--- src/hdl/iaip_defines.vh ---
`ifndef IAIP_DEFINES_VH
`define IAIP_DEFINES_VH
// Device variants.
`define IAIP_VAR_16IN 2'h0
`define IAIP_VAR_16OUT 2'h1
`define IAIP_VAR_MIXED 2'h2
// Assembly instance numbers.
`define IAIP_INST_OUT 8'h64
`define IAIP_INST_DIAG 8'h65
`define IAIP_INST_NODIAG 8'h66
// Image lengths in bytes.
`define IAIP_LEN_NODIAG 4'h3
`define IAIP_LEN_16IN 4'h4
`define IAIP_LEN_16OUT 4'h7
`define IAIP_LEN_MIXED 4'h6
`define IAIP_LEN_OUT 4'h2
// Module information byte fields.
`define IAIP_SENSOR_SUPPLY_LOW_FLAG 0
`define IAIP_ACTUATOR_SUPPLY_LOW_FLAG 1
`define IAIP_ANY_SENSOR_SHORT_FLAG 2
`define IAIP_ACTUATOR_SHORT_FLAG 3
// APB register byte offsets.
`define IAIP_REG_CTRL 12'h000
`define IAIP_REG_STATUS 12'h004
`define IAIP_REG_IRQ_STAT 12'h008
`define IAIP_REG_IRQ_EN 12'h00c
`define IAIP_REG_IRQ_CLR 12'h010
`define IAIP_REG_IMAGE_LO 12'h014
`define IAIP_REG_IMAGE_HI 12'h018
`define IAIP_REG_TARGET 12'h01c
// Control register fields and reset value.
`define IAIP_CTRL_INST_LSB 0
`define IAIP_CTRL_RST 32'h00000065
// Interrupt status bits.
`define IAIP_IRQ_INCHG 0
`define IAIP_IRQ_DIAG 1
`define IAIP_IRQ_CE 2
`define IAIP_IRQ_BADINST 3
`define IAIP_IRQ_W 4
`endif

--- src/hdl/iaip_packer.v ---
// Register access over APB and the placing of the registers were left to the implementer.
`timescale 1ns/1ps
`include "iaip_defines.vh"
// How it works
// - diagnostic bytes follow the process input bytes
// - first diagnostic byte is module information
// - instance 101 selects image with diagnostics
// - instance 102 stops after module information byte
// - input bits show sampled actual channel state
// - 16-in packs A even, B odd, ports 1-8
// - 16-in info byte: bit0 supply low, bit2 short
// - 16-in byte 3 holds per-port sensor shorts
// - 16-out bytes 0-1 show actual output states
// - 16-out info byte bits 0,1,3; upper zero
// - 16-out bytes 3,4 zero, then channel faults
// - output image two bytes drives channel targets
// - mixed byte 0 inputs, byte 1 actual outputs
// - mixed info byte carries four flags, upper zero
// - mixed byte 3 shorts, byte 4 zero, byte 5 faults
//////////////////////////////////////////////////////////////////////////////
module iaip_packer #(
  parameter VARIANT = 0
) (
  // Clock and reset.
  input wire CORE_CLK,
  input wire ARST_N,
  // APB slave.
  input wire PSEL,
  input wire PENABLE,
  input wire PWRITE,
  input wire [11:0] PADDR,
  input wire [31:0] PWDATA,
  output wire PREADY,
  output wire PSLVERR,
  output reg [31:0] PRDATA,
  // Channel pins, sampled; A is pin 4, B is pin 2, bit n-1 is port n.
  input wire [7:0] PORT_CHANNEL_A_STATE,
  input wire [7:0] PORT_CHANNEL_B_STATE,
  input wire [7:0] PORT_SENSOR_SHORT_FLAG,
  input wire [7:0] CHAN_A_FAULT_FLAG,
  input wire [7:0] CHAN_B_FAULT_FLAG,
  input wire SENSOR_SUPPLY_LOW_FLAG,
  input wire ACTUATOR_SUPPLY_LOW_FLAG,
  // Output assembly from the network side.
  input wire OUT_IMAGE_VALID,
  input wire [15:0] OUT_IMAGE_DATA,
  // Input image byte read port for the network side.
  input wire [3:0] IMG_BYTE_INDEX,
  output reg [7:0] IMG_BYTE_DATA,
  output reg [3:0] IMG_LENGTH,
  // Output channel drives.
  output reg [15:0] CHAN_TARGET,
  // Interrupt.
  output wire IRQ
);

  localparam NSYNC = 42;

  function [15:0] iaip_pack;
    input [7:0] a;
    input [7:0] b;
    integer i;
    begin
      iaip_pack = 16'h0000;
      for (i = 0; i < 8; i = i + 1) begin
        iaip_pack[2*i] = a[i];
        iaip_pack[2*i+1] = b[i];
      end
    end
  endfunction

  //////////////////////////////////////////////////////////////////////////
  // Three-stage synchronisers; a change counts once stages two and three
  // agree, so the first stage is read only by the second.
  reg [NSYNC-1:0] s1_q;
  reg [NSYNC-1:0] s2_q;
  reg [NSYNC-1:0] s3_q;
  reg [NSYNC-1:0] clean_q;
  wire [NSYNC-1:0] raw;
  wire [NSYNC-1:0] agree;

  assign raw = {ACTUATOR_SUPPLY_LOW_FLAG, SENSOR_SUPPLY_LOW_FLAG,
                CHAN_B_FAULT_FLAG, CHAN_A_FAULT_FLAG,
                PORT_SENSOR_SHORT_FLAG, PORT_CHANNEL_B_STATE,
                PORT_CHANNEL_A_STATE};
  assign agree = ~(s2_q ^ s3_q);

  always @(posedge CORE_CLK or negedge ARST_N) begin
    if (!ARST_N) begin
      s1_q <= {NSYNC{1'b0}};
      s2_q <= {NSYNC{1'b0}};
      s3_q <= {NSYNC{1'b0}};
      clean_q <= {NSYNC{1'b0}};
    end else begin
      s1_q <= raw;
      s2_q <= s1_q;
      s3_q <= s2_q;
      clean_q <= (s3_q & agree) | (clean_q & ~agree);
    end
  end

  wire [7:0] st_a = clean_q[7:0];
  wire [7:0] st_b = clean_q[15:8];
  wire [7:0] ssc = clean_q[23:16];
  wire [7:0] ce_a = clean_q[31:24];
  wire [7:0] ce_b = clean_q[39:32];
  wire lvs = clean_q[40];
  wire lva = clean_q[41];

  //////////////////////////////////////////////////////////////////////////
  // Image assembly.  Input bits carry the sampled pin level, never the
  // commanded target; on output ports the pin level is the driver readback.
  wire [15:0] state_w = iaip_pack(st_a, st_b);
  wire [15:0] fault_w = iaip_pack(ce_a, ce_b);
  wire any_ssc = |ssc;
  wire any_ce = |fault_w;

  reg [7:0] info_b;
  reg [7:0] diag3;
  reg [7:0] diag4;
  reg [7:0] diag5;
  reg [7:0] diag6;
  reg [3:0] diag_len;

  always @* begin
    info_b = 8'h00;
    diag3 = 8'h00;
    diag4 = 8'h00;
    diag5 = 8'h00;
    diag6 = 8'h00;
    diag_len = `IAIP_LEN_16IN;
    case (VARIANT[1:0])
      `IAIP_VAR_16IN: begin
        info_b[`IAIP_SENSOR_SUPPLY_LOW_FLAG] = lvs;
        info_b[`IAIP_ANY_SENSOR_SHORT_FLAG] = any_ssc;
        diag3 = ssc;
        diag_len = `IAIP_LEN_16IN;
      end
      `IAIP_VAR_16OUT: begin
        info_b[`IAIP_SENSOR_SUPPLY_LOW_FLAG] = lvs;
        info_b[`IAIP_ACTUATOR_SUPPLY_LOW_FLAG] = lva;
        info_b[`IAIP_ACTUATOR_SHORT_FLAG] = any_ce;
        diag5 = fault_w[7:0];
        diag6 = fault_w[15:8];
        diag_len = `IAIP_LEN_16OUT;
      end
      `IAIP_VAR_MIXED: begin
        info_b[`IAIP_SENSOR_SUPPLY_LOW_FLAG] = lvs;
        info_b[`IAIP_ACTUATOR_SUPPLY_LOW_FLAG] = lva;
        info_b[`IAIP_ANY_SENSOR_SHORT_FLAG] = |ssc[3:0];
        info_b[`IAIP_ACTUATOR_SHORT_FLAG] = |fault_w[15:8];
        diag3 = {4'h0, ssc[3:0]};
        diag5 = fault_w[15:8];
        diag_len = `IAIP_LEN_MIXED;
      end
      default: begin
        diag_len = `IAIP_LEN_16IN;
      end
    endcase
  end

  // Byte 1 on the mixed device is port 5 to 8 readback; packing is the
  // same for all variants so one word serves.
  wire [63:0] image_w = {8'h00, diag6, diag5, diag4, diag3,
                         info_b,
                         state_w};

  //////////////////////////////////////////////////////////////////////////
  // Registers.
  reg [7:0] inst_q;
  reg [`IAIP_IRQ_W-1:0] irq_stat_q;
  reg [`IAIP_IRQ_W-1:0] irq_en_q;
  reg [15:0] state_prev_q;
  reg [7:0] diag_prev_q;
  reg any_ce_prev_q;

  wire inst_diag = (inst_q == `IAIP_INST_DIAG);
  wire inst_nodiag = (inst_q == `IAIP_INST_NODIAG);
  wire inst_bad = ~inst_diag & ~inst_nodiag;
  wire [3:0] len_sel = inst_diag ? diag_len :
                       `IAIP_LEN_NODIAG;

  wire wr = PSEL & PENABLE & PWRITE;
  wire rd_setup = PSEL & ~PENABLE & ~PWRITE;
  wire mapped = (PADDR == `IAIP_REG_CTRL) || (PADDR == `IAIP_REG_STATUS) ||
                (PADDR == `IAIP_REG_IRQ_STAT) ||
                (PADDR == `IAIP_REG_IRQ_EN) ||
                (PADDR == `IAIP_REG_IRQ_CLR) ||
                (PADDR == `IAIP_REG_IMAGE_LO) ||
                (PADDR == `IAIP_REG_IMAGE_HI) ||
                (PADDR == `IAIP_REG_TARGET);

  assign PREADY = 1'b1;
  assign PSLVERR = PSEL & PENABLE & ~mapped;

  wire [`IAIP_IRQ_W-1:0] events;
  assign events[`IAIP_IRQ_INCHG] = (state_w != state_prev_q);
  assign events[`IAIP_IRQ_DIAG] = (info_b != diag_prev_q);
  assign events[`IAIP_IRQ_CE] = any_ce & ~any_ce_prev_q;
  assign events[`IAIP_IRQ_BADINST] = wr & (PADDR == `IAIP_REG_CTRL) &
    (PWDATA[7:0] != `IAIP_INST_DIAG) & (PWDATA[7:0] != `IAIP_INST_NODIAG);

  wire [`IAIP_IRQ_W-1:0] clr = (wr && PADDR == `IAIP_REG_IRQ_CLR) ?
    PWDATA[`IAIP_IRQ_W-1:0] : {`IAIP_IRQ_W{1'b0}};

  assign IRQ = |(irq_stat_q & irq_en_q);

  always @(posedge CORE_CLK or negedge ARST_N) begin
    if (!ARST_N) begin
      inst_q <= `IAIP_INST_DIAG;
      irq_stat_q <= {`IAIP_IRQ_W{1'b0}};
      irq_en_q <= {`IAIP_IRQ_W{1'b0}};
      state_prev_q <= 16'h0000;
      diag_prev_q <= 8'h00;
      any_ce_prev_q <= 1'b0;
      CHAN_TARGET <= 16'h0000;
      PRDATA <= 32'h00000000;
      IMG_BYTE_DATA <= 8'h00;
      IMG_LENGTH <= `IAIP_LEN_NODIAG;
    end else begin
      state_prev_q <= state_w;
      diag_prev_q <= info_b;
      any_ce_prev_q <= any_ce;
      // A new event wins over a clear in the same cycle.
      irq_stat_q <= (irq_stat_q & ~clr) | events;
      if (wr && PADDR == `IAIP_REG_CTRL) begin
        inst_q <= PWDATA[`IAIP_CTRL_INST_LSB+7:`IAIP_CTRL_INST_LSB];
      end
      if (wr && PADDR == `IAIP_REG_IRQ_EN) begin
        irq_en_q <= PWDATA[`IAIP_IRQ_W-1:0];
      end
      // Target bits drive the channel with the input image packing.
      if (OUT_IMAGE_VALID) begin
        CHAN_TARGET <= OUT_IMAGE_DATA;
      end
      if (rd_setup) begin
        case (PADDR)
          `IAIP_REG_CTRL: PRDATA <= {24'h000000, inst_q};
          `IAIP_REG_STATUS: PRDATA <= {23'h0, inst_bad, len_sel,
                                       2'h0, VARIANT[1:0]};
          `IAIP_REG_IRQ_STAT: PRDATA <= {28'h0000000, irq_stat_q};
          `IAIP_REG_IRQ_EN: PRDATA <= {28'h0000000, irq_en_q};
          `IAIP_REG_IMAGE_LO: PRDATA <= image_w[31:0];
          `IAIP_REG_IMAGE_HI: PRDATA <= image_w[63:32];
          `IAIP_REG_TARGET: PRDATA <= {16'h0000, CHAN_TARGET};
          default: PRDATA <= 32'h00000000;
        endcase
      end
      // Bytes past the selected length read zero on the byte port, so instance 102
      // leaks no port or channel diagnostics there; the APB image registers are not masked.
      IMG_LENGTH <= len_sel;
      if (IMG_BYTE_INDEX < len_sel && IMG_BYTE_INDEX < 4'h8) begin
        IMG_BYTE_DATA <= image_w[IMG_BYTE_INDEX[2:0]*8 +: 8];
      end else begin
        IMG_BYTE_DATA <= 8'h00;
      end
    end
  end

endmodule

--- config.mk ---
export PLATFORM = sky130hd
export DESIGN_NAME = iaip_packer
export DESIGN_NICKNAME = d
export VERILOG_FILES = /design/src/hdl/iaip_packer.v
export VERILOG_INCLUDE_DIRS = /design/src /design/src/hdl
export SDC_FILE = /design/constraint.sdc
export NUM_CORES = 1
export LEC_CHECK = 0
export BUFFER_PORTS_ARGS = -buffer_cell sky130_fd_sc_hd__buf_2
export CAP_MARGIN = 10
export CORE_UTILIZATION = 54
export DETAILED_ROUTE_END_ITERATION = 8
export PLACE_DENSITY = 0.79
export RECOVER_POWER = 25
export SLEW_MARGIN = 15
export SYNTH_ARGS = -nofsm -noshare
export SYNTH_HDL_FRONTEND = slang
export SYNTH_SLANG_ARGS = --single-unit
--- constraint.sdc ---
create_clock -name CORE_CLK -period 3.1 [get_ports CORE_CLK]
set_input_delay 0.62 -clock CORE_CLK [delete_from_list [all_inputs] [get_ports CORE_CLK]]
set_output_delay 0.62 -clock CORE_CLK [all_outputs]
set_load 0.01 [all_outputs]
==> results of run 1 <==
-- through the flow --
| step | utilization (%) | setup WS [ns] | area (sq um) | power, uW | instances |
|---|---|---|---|---|---|
| after floorplan | - | 0.400 | 8530 | 3810 | 568 |
| after global placement | 62.0 | 0.157 | 9500 | 4020 | 908 |
| after detailed placement | 62.0 | 0.131 | 9500 | 4050 | 908 |
| after CTS | 67.1 | 0.199 | 10300 | 6890 | 950 |
| after global routing | 67.0 | 0.177 | 10300 | 7090 | 950 |
| final | 67.0 | 0.197 | 10300 | 6820 | 950 |
-- synthesized netlist by cell type, drive strengths merged, types with 2 or more instances --
cell,count,share of area [%]
nor4,10,0.74
nand4,8,0.59
inv,6,0.26
a311oi,2,0.21
conb,2,0.088
nor3,5,0.49
o21ai,34,2.0
clkbuf,11,0.53
nor2,13,0.57
nor2b,6,0.47
or4,2,0.22
mux2,35,4.6
and3,3,0.24
buf,14,1.1
mux4,2,0.53
ha,2,0.29
dfstp,5,1.5
nand2,49,2.2
a22o,2,0.21
a22oi,19,1.7
a32oi,2,0.21
mux2i,3,0.35
nand3,6,0.35
dfrtp,246,72
maj3,41,4.8
xnor2,18,1.9
a21oi,3,0.18
xor2,2,0.21
-- cell families after synthesis --
group / Yosys count
xor gates and xnor gates: 20
and+or+nand+nor: 107
adders and majority gates: 43
muxes: 40
other: 2
DFF: 251
AOI/OAI and AO/OA: 68
buffers and inverters: 31
-- worst min path at each step --
| stage | slack (ns) | startpoint | end | cells past startpoint |
|---|---|---|---|---|
| floorplan | 0.32 | ARST_N | CHAN_TARGET[0] | 0 |
| finish | 0.20 | CHAN_B_FAULT_FLAG[1] | s1_q[33] | 1 |
| global route | 0.18 | CHAN_B_FAULT_FLAG[3] | s1_q[35] | 1 |
| detailed placement | 0.33 | s1_q[24] | s2_q[24] | 0 |
| global placement | 0.33 | s1_q[38] | s2_q[38] | 0 |
| CTS | 0.12 | ARST_N | s1_q[4] | 1 |
-- final cells by class --
type | instances | area (sq um) | area share, %
inverters | 6 | 22.5 | 0.219
flip-flops and latches | 251 | 6290 | 61.3
well taps | 211 | 264 | 2.57
repair buffers | 154 | 841 | 8.19
clock buffers | 35 | 693 | 6.75
clock inverters | 7 | 78.8 | 0.768
multi-input cells | 286 | 2080 | 20.2
-- layer usage --
metal  GRT usage, %  vias up  wire (microns)
li1               -     2268               -
met5              0        -               0
met3           3.73       26            1000
met1           30.3     2515            7150
met2           35.2      166            8120
met4           5.81        0             316
-- power by group through the flow --
stage | Clock (uW) | Combinational [uW] | Sequential, uW
after floorplan | 0 | 189 | 3620
after global placement | 0 | 366 | 3650
after detailed placement | 0 | 382 | 3670
after CTS | 2890 | 387 | 3610
after global routing | 3030 | 426 | 3630
final | 2830 | 381 | 3610
==> metrics.cfg, run 1 <==
[setup_path]
path_delay_family = simple AND/OR/NAND/NOR gates
r2r_start = inst_q[5]
cp_slowest_stage_delay_ns = 0.63
crit_arrival_ns = 2.28
crit_start = PADDR[11]
worstSetupPathType = in -> out
timing.rr.end = IMG_BYTE_DATA[3]
worst-endpoint-required_ns = 2.48
worst_path_max_delay_cell = or4_1
end_kind = primary output
crit_end = PSLVERR
critPathMaxFanout = 6
cp.depth = 5
path_cells = buf_2 > or4_4 > or4_1 > and3_2 > buf_2
cpMostUsedCell = buf_2
ff2ff_path_depth = 6
crit_buf_inv = 2
reg2reg_slack_ns = 0.66
setup.worst_path.start_class = input port

[global_route]
track_usage_pct = 21.6
antenna_found_initial = 0
grt.overflow.total = 0
grt_pass1_wl_microns = 27100
grt_max_degree = 95
first_global_vias = 5142

[pwr]
power.switching_uw = 1530
pwr-share-comb_pct = 5.6
leakage_uw = 0.00470
sw_frac_of_total_pct = 22.4
clkPwrFrac_pct = 41.5
power_density_nw_per_um2 = 664
pwr-share-seq_pct = 52.9
internal-power_uw = 5290
ir_worst_vdd_mv = 0.474

[clock_network]
cts_buffer_depth = 3
clkTransAtPathRegs_ns = 0.06
insertion_delay_ns = 0.53
cts_tree = built
ctsHoldBuffers = 0
htreeDepth = 1
numCtsBuffers = 25
cts_setup_buffers = 0
cts.sinks = 251
cts_root_buffer = clkbuf_16
post_cts_resized = 0

[routing]
drc = 0
drt_iter0_markers = 386
wirelength_microns = 16600
viasPerCell = 5.24
drt_pass1_iterations = 5
post_drt_wl_per_cell_microns = 17.5
num_vias = 4975
antenna_left = 0

[logic_synthesis]
ys_types = 48
ys.flop_type = dfrtp_1
synthAdderAreaFrac_pct = 5.12
syn_area_sq_um = 8510
synth_seq_cells = 251
synthSimpleGateAreaFrac_pct = 6.30
yosys_warnings = 0
synthCells = 562
synthXorXnorAreaFrac_pct = 2.06
synth_top_family_by_area = simple AND/OR/NAND/NOR gates
synth_compound_area_share_pct = 5.08
synth_enable_flop_cells = 0
postSynthAreaPerCell_sq_um = 15.1
async_flop_share_pct = 100
synth_mux_area_share_pct = 5.52
ys_seq_area_share_pct = 73.9

[floorplan]
io_pins = 175
rows = 45
dieHeight_microns = 128
core-area_sq_um = 15300
die_area_sq_um = 16300
initial_core_util_pct = 55.5
dieWidth_microns = 128

[sta]
drv_slew = 93
min_period_ns = 2.90
max-slew-margin-rel_pct = -51.3
clock_skew_ns = 0.0118
fmax_mhz = 344
worst_slew_pin_slew_ns = 2.27
whs_ns = 0.201
fin_tns_setup_ns = 0
hold_viol_final = 0
period_share_pct = 93.7
finalSetupViolCount = 0
rsz0062_at_grt = no

[finish]
layout_commonest_cell = dfrtp_1
antenna_cells = 0
nNetsFinal = 838
filler_cell_count = 1123
most-common-layout-cells = dfrtp_1 (246), buf_2 (140), nand2_1 (49), maj3_1 (41), mux2_2 (35)
area_delta_synth_final_pct = 20.7
layout-drive-gt1-share_pct = 32.1

[job]
cap_violations = 1

[outcome]
outcome = complete, but fails checks
violations = max-capacitance violations, max-slew violations

[place]
hpwl_microns = 11500
port_buffers = 141
place.gp.congestion = 0.880

[worst_hold_path]
hp-class = in -> reg

Note: power is estimated with default switching activity, not from simulation.
==> run 2: changes to the inputs <==
Settings changed: BUFFER_PORTS_ARGS -buffer_cell sky130_fd_sc_hd__buf_2 to -buffer_cell sky130_fd_sc_hd__clkbuf_2, CTS_CLUSTER_SIZE from default to 12.
==> run 2 against run 1 <==
The run still ends with max-capacitance violations, max-slew violations left. Final cell count shrank 0.53%. Fmax grew 1.1%. Total power shrank 0.17%. Clock skew shrank 0.0028 ns. Die area is the same. Flip-flop and latch count is the same. Clock power is essentially flat. Count of clock-buffer cells in the layout shrank 5. Combinational power is essentially flat. Wire length shrank 0.26%. Critical path type unchanged.
==> metrics.cfg, run 2 (synthesis gave the netlist of run 1 again) <==
[outcome]
outcome = complete, but fails checks
violations = max-capacitance violations, max-slew violations

[pwr]
power_density_nw_per_um2 = 663  ; -0.13%
pwr-share-comb_pct = 5.5  ; about the same
ir_worst_vdd_mv = 0.564  ; +19%
clkPwrFrac_pct = 41.4  ; about the same
power.switching_uw = 1510  ; -0.70%
leakage_uw = 0.00469  ; -0.31%
internal-power_uw = 5290  ; about the same
pwr-share-seq_pct = 53.1  ; +0.2 points
sw_frac_of_total_pct = 22.3  ; -0.12 points

[sta]
finalSetupViolCount = 0  ; unchanged
max-slew-margin-rel_pct = -29.8  ; +21 points
worst_slew_pin_slew_ns = 1.95  ; -0.322 ns
hold_viol_final = 0  ; unchanged
period_share_pct = 92.6  ; -1.0 points
min_period_ns = 2.87  ; -0.0312 ns
fin_tns_setup_ns = 0  ; unchanged
drv_slew = 79  ; -15%
clock_skew_ns = 0.00898  ; -0.00282 ns
rsz0062_at_grt = no
fmax_mhz = 348  ; +1.1%

[global_route]
antenna_found_initial = 0  ; unchanged
first_global_vias = 5234  ; +1.8%
grt_pass1_wl_microns = 26900  ; -0.61%
grt.overflow.total = 0  ; unchanged
grt_max_degree = 81  ; -15%
track_usage_pct = 21.5  ; -0.035 points

[setup_path]
r2r_start = inst_q[5]
crit_arrival_ns = 2.25  ; -0.03 ns
reg2reg_slack_ns = 0.67  ; about the same
path_cells = clkbuf_2 > or4_4 > or4_1 > and3_2 > clkbuf_2
worst_path_max_delay_cell = or4_1
cpMostUsedCell = clkbuf_2
cp_slowest_stage_delay_ns = 0.64  ; about the same
end_kind = primary output
ff2ff_path_depth = 6  ; unchanged
timing.rr.end = IMG_BYTE_DATA[1]
critPathMaxFanout = 6  ; unchanged
setup.worst_path.start_class = input port
worstSetupPathType = in -> out
worst-endpoint-required_ns = 2.48  ; about the same

[clock_network]
post_cts_resized = 0  ; unchanged
cts_setup_buffers = 0  ; unchanged
cts_tree = built
cts_root_buffer = clkbuf_16
clkTransAtPathRegs_ns = 0.06  ; about the same
htreeDepth = 1  ; unchanged
insertion_delay_ns = 0.53  ; about the same
numCtsBuffers = 26  ; +4.0%
cts_buffer_depth = 3  ; unchanged
cts.sinks = 251  ; unchanged
ctsHoldBuffers = 0  ; unchanged

[place]
port_buffers = 141  ; unchanged
place.gp.congestion = 0.895  ; +1.6%
dp.cells = 908  ; unchanged
hpwl_microns = 11300  ; -2.0%
placed_area_sq_um = 9500  ; unchanged

[job]
cap_violations = 1  ; unchanged

[floorplan]
die_area_sq_um = 16300  ; unchanged
io_pins = 175  ; unchanged
rows = 45  ; unchanged
dieWidth_microns = 128  ; unchanged
core-area_sq_um = 15300  ; unchanged
initial_core_util_pct = 55.5  ; unchanged
dieHeight_microns = 128  ; unchanged

[routing]
wirelength_microns = 16500  ; -0.26%
drt_iter0_markers = 337  ; -13%
post_drt_wl_per_cell_microns = 17.5  ; +0.27%
antenna_left = 0  ; unchanged
num_vias = 4912  ; -1.3%
drt_pass1_iterations = 4  ; -1
drc = 0  ; unchanged
viasPerCell = 5.20  ; -0.74%

[worst_hold_path]
hp-class = in -> reg
hold_depth = 1  ; unchanged
hold_end = s1_q[32]
hp-start = CHAN_B_FAULT_FLAG[0]

[finish]
most-common-layout-cells = dfrtp_1 (246), clkbuf_2 (139), nand2_1 (49), maj3_1 (41), mux2_2 (35)
antenna_cells = 0  ; unchanged
fin_area_sq_um = 10300  ; about the same
finalNonFillerCells = 945  ; -0.53%
final_core_util_pct = 67.0  ; about the same
nNetsFinal = 839  ; +0.12%
area_delta_synth_final_pct = 20.6  ; about the same
layout_commonest_cell = dfrtp_1
layout-drive-gt1-share_pct = 32.0  ; -0.054 points

-- run 2: worst max-delay path: cells and delay by family --
family,cells,cell delay (ns)
buffers and inverters,2,0.20
and+or+nand+nor,3,1.44
-- run 2: power by group through the flow --
| stage | clock (uW) | combinational [uW] | sequential (uW) |
|---|---|---|---|
| after floorplan | 0 | 189 | 3620 |
| after global placement | 0 | 365 | 3660 |
| after detailed placement | 0 | 381 | 3660 |
| after CTS | 2870 | 385 | 3610 |
| after global routing | 3010 | 423 | 3630 |
| final | 2820 | 378 | 3610 |
-- run 2: area by class of cell --
class	count	area (sq um)
Fill cell	1075	5050
Clock buffer	30	686
Clock inverter	7	85.1
Inverter	6	22.5
Multi-Input combinational cell	286	2080
Tap cell	211	264
Timing Repair Buffer	154	838
Sequential cell	251	6290
-- run 2: stage by stage --
step                      setup slack, ns  total power (uW)  hold WS, ns
after detailed placement            0.140              4050        0.335
final                               0.228              6800        0.190
after global placement              0.171              4020        0.331
after CTS                           0.220              6870       0.0818
after floorplan                     0.400              3810        0.324
after global routing                0.179              7070        0.170
-- run 2: worst max-delay path by stage --
stage	endpoint	slack, ns	startpoint
5_1_grt	PSLVERR	0.18	PADDR[11]
3_3_place_gp	inst_q[4]	0.17	PADDR[11]
3_5_place_dp	irq_en_q[0]	0.14	PADDR[11]
4_1_cts	PSLVERR	0.22	PADDR[11]
2_1_floorplan	inst_q[1]	0.40	PADDR[11]
6_report	PSLVERR	0.23	PADDR[11]
-- run 2: metal layers --
| metal | GRT usage, % | up-vias | routed length [microns] | part of all wire [%] |
|---|---|---|---|---|
| li1 | - | 2268 | - | - |
| met1 | 29.5 | 2421 | 7180 | 43 |
| met2 | 34.9 | 178 | 7940 | 48 |
| met3 | 3.85 | 45 | 866 | 5.2 |
| met4 | 8.05 | 0 | 564 | 3.4 |
| met5 | 0 | - | 0 | 0 |
==> run 3: changes to the inputs <==
Settings changed: SETUP_SLACK_MARGIN from default to 0.5.
==> run 3 against run 2 <==
The flow still finishes with violations (max-capacitance violations, max-slew violations). Critical endpoint unchanged. Critical path depth is the same. Critical path type unchanged. Final area is essentially flat. First-iteration DRC count grew 9.8%.
==> metrics.cfg, run 3 (synthesis gave the netlist of run 1 again) <==
[global_route]
grt_max_degree = 79  ; -2.5%
grt_pass1_wl_microns = 26000  ; -3.5%
first_global_vias = 5061  ; -3.3%
antenna_found_initial = 0  ; unchanged
track_usage_pct = 20.7  ; -0.84 points
grt.overflow.total = 0  ; unchanged

[place]
port_buffers = 141  ; unchanged
dp.cells = 907  ; -0.11%
dp_slack_ns = 0.154  ; +0.0147 ns
hpwl_microns = 11300  ; about the same
place.gp.congestion = 0.887  ; -0.84%

[floorplan]
initial_core_util_pct = 55.5  ; unchanged
die_area_sq_um = 16300  ; unchanged
io_pins = 175  ; unchanged
dieHeight_microns = 128  ; unchanged
dieWidth_microns = 128  ; unchanged
core-area_sq_um = 15300  ; unchanged
rows = 45  ; unchanged

[pwr]
ir_worst_vdd_mv = 0.470  ; -17%
power_density_nw_per_um2 = 659  ; -0.69%
leakage_uw = 0.00468  ; about the same

[setup_path]
path_cells = clkbuf_2 > or4_4 > or4_4 > and3_4 > buf_6
end_kind = primary output
reg2reg_slack_ns = 0.83  ; +0.16 ns
crit_arrival_ns = 2.04  ; -0.21 ns
worstSetupPathType = in -> out
crit_start = PADDR[11]
timing.rr.end = IMG_BYTE_DATA[2]
setup.worst_path.start_class = input port
worst-endpoint-required_ns = 2.48  ; about the same
ff2ff_path_depth = 6  ; unchanged
worst_path_max_delay_cell = or4_4
critPathMaxFanout = 2  ; -4
cpMostUsedCell = or4_4
cp_slowest_stage_delay_ns = 0.53  ; -0.11 ns
r2r_start = inst_q[5]

[routing]
wirelength_microns = 16200  ; -2.0%
viasPerCell = 5.22  ; +0.48%
drt_iter0_markers = 370  ; +9.8%
num_vias = 4946  ; +0.69%
antenna_left = 0  ; unchanged
post_drt_wl_per_cell_microns = 17.1  ; -2.2%
drt_pass1_iterations = 5  ; +1
drc = 0  ; unchanged

[sta]
period_share_pct = 85.7  ; -7.0 points
worst_slew_pin_slew_ns = 1.59  ; -0.356 ns
whs_ns = 0.197  ; +0.00671 ns
clock_skew_ns = 0.0120  ; +0.00298 ns
min_period_ns = 2.66  ; -0.217 ns
finalSetupViolCount = 0  ; unchanged
hold_viol_final = 0  ; unchanged
max-slew-margin-rel_pct = -6.08  ; +24 points
fmax_mhz = 377  ; +8.2%
setup_ws_ns = 0.445  ; +0.217 ns
rsz0062_at_grt = yes
fin_tns_setup_ns = 0  ; unchanged
drv_slew = 64  ; -19%

[clock_network]
cts_tree = built
numCtsBuffers = 26  ; unchanged
insertion_delay_ns = 0.53  ; about the same
clkTransAtPathRegs_ns = 0.06  ; about the same
cts.sinks = 251  ; unchanged
cts_buffer_depth = 3  ; unchanged
cts_root_buffer = clkbuf_16
htreeDepth = 1  ; unchanged
ctsHoldBuffers = 0  ; unchanged

[job]
cap_violations = 1  ; unchanged

[finish]
antenna_cells = 0  ; unchanged
area_delta_synth_final_pct = 20.6  ; about the same
nNetsFinal = 839  ; unchanged
filler_cell_count = 1114  ; +3.6%
final_core_util_pct = 67.0  ; about the same
finalNonFillerCells = 947  ; +0.21%
layout-drive-gt1-share_pct = 32.1  ; +0.049 points
most-common-layout-cells = dfrtp_1 (246), clkbuf_2 (139), nand2_1 (49), maj3_1 (41), mux2_2 (35)
layout_commonest_cell = dfrtp_1

[outcome]
violations = max-capacitance violations, max-slew violations
outcome = complete, but fails checks

[worst_hold_path]
hold_depth = 1  ; unchanged
hold_end = s1_q[7]
hp-start = PORT_CHANNEL_A_STATE[7]
hp-class = in -> reg

-- run 3: repair_timing --
item / CTS / global route
cloned: 0 / 0
setup endpoints to repair: 1 / 8
buffers inserted: 1 / 0
gates resized for setup: 2 / 3
pin swaps: 3 / 2
-- run 3: area by class of cell --
| class | instances | area (sq um) | share of cell area (%) |
|---|---|---|---|
| repair buffers | 154 | 833 | 8.12 |
| clock buffers | 35 | 714 | 6.96 |
| inverters | 6 | 22.5 | 0.219 |
| well taps | 211 | 264 | 2.57 |
| multi-input cells | 286 | 2090 | 20.4 |
| clock inverters | 4 | 51.3 | 0.500 |
| flip-flops and latches | 251 | 6290 | 61.3 |
-- run 3: worst max-delay path by stage --
| stage | endpoint | cells after the start |
|---|---|---|
| finish | PSLVERR | 5 |
| global placement | irq_en_q[3] | 6 |
| CTS | PSLVERR | 5 |
| detailed placement | irq_en_q[0] | 6 |
| floorplan | inst_q[1] | 7 |
| global route | PSLVERR | 5 |
-- run 3: where the power goes --
group | switching (uW) | internal (uW) | leakage [uW] | total [uW]
Combinational | 194 | 184 | 0.00130 | 377
Sequential | 144 | 3460 | 0.00301 | 3610
Clock | 1170 | 1610 | 0.000374 | 2780
-- run 3: through the flow --
stage	instance area [sq um]	total power [uW]
final	10300	6760
after global routing	10300	7040
after CTS	10300	6840
after detailed placement	9480	4040
after global placement	9480	4020
after floorplan	8530	3810
-- run 3: metal layers --
layer | part of all wire (%) | GRT usage, % | vias up
met3 | 5.3 | 3.56 | 39
met1 | 44 | 28.7 | 2471
met5 | 0 | 0 | -
met4 | 3.1 | 8.54 | 0
li1 | - | - | 2266
met2 | 48 | 32.9 | 170
-- run 3: worst max-delay path: cells and delay by family --
| family | cells | cell delay [ns] |
|---|---|---|
| simple gates | 3 | 1.22 |
| buf+inv | 2 | 0.19 |
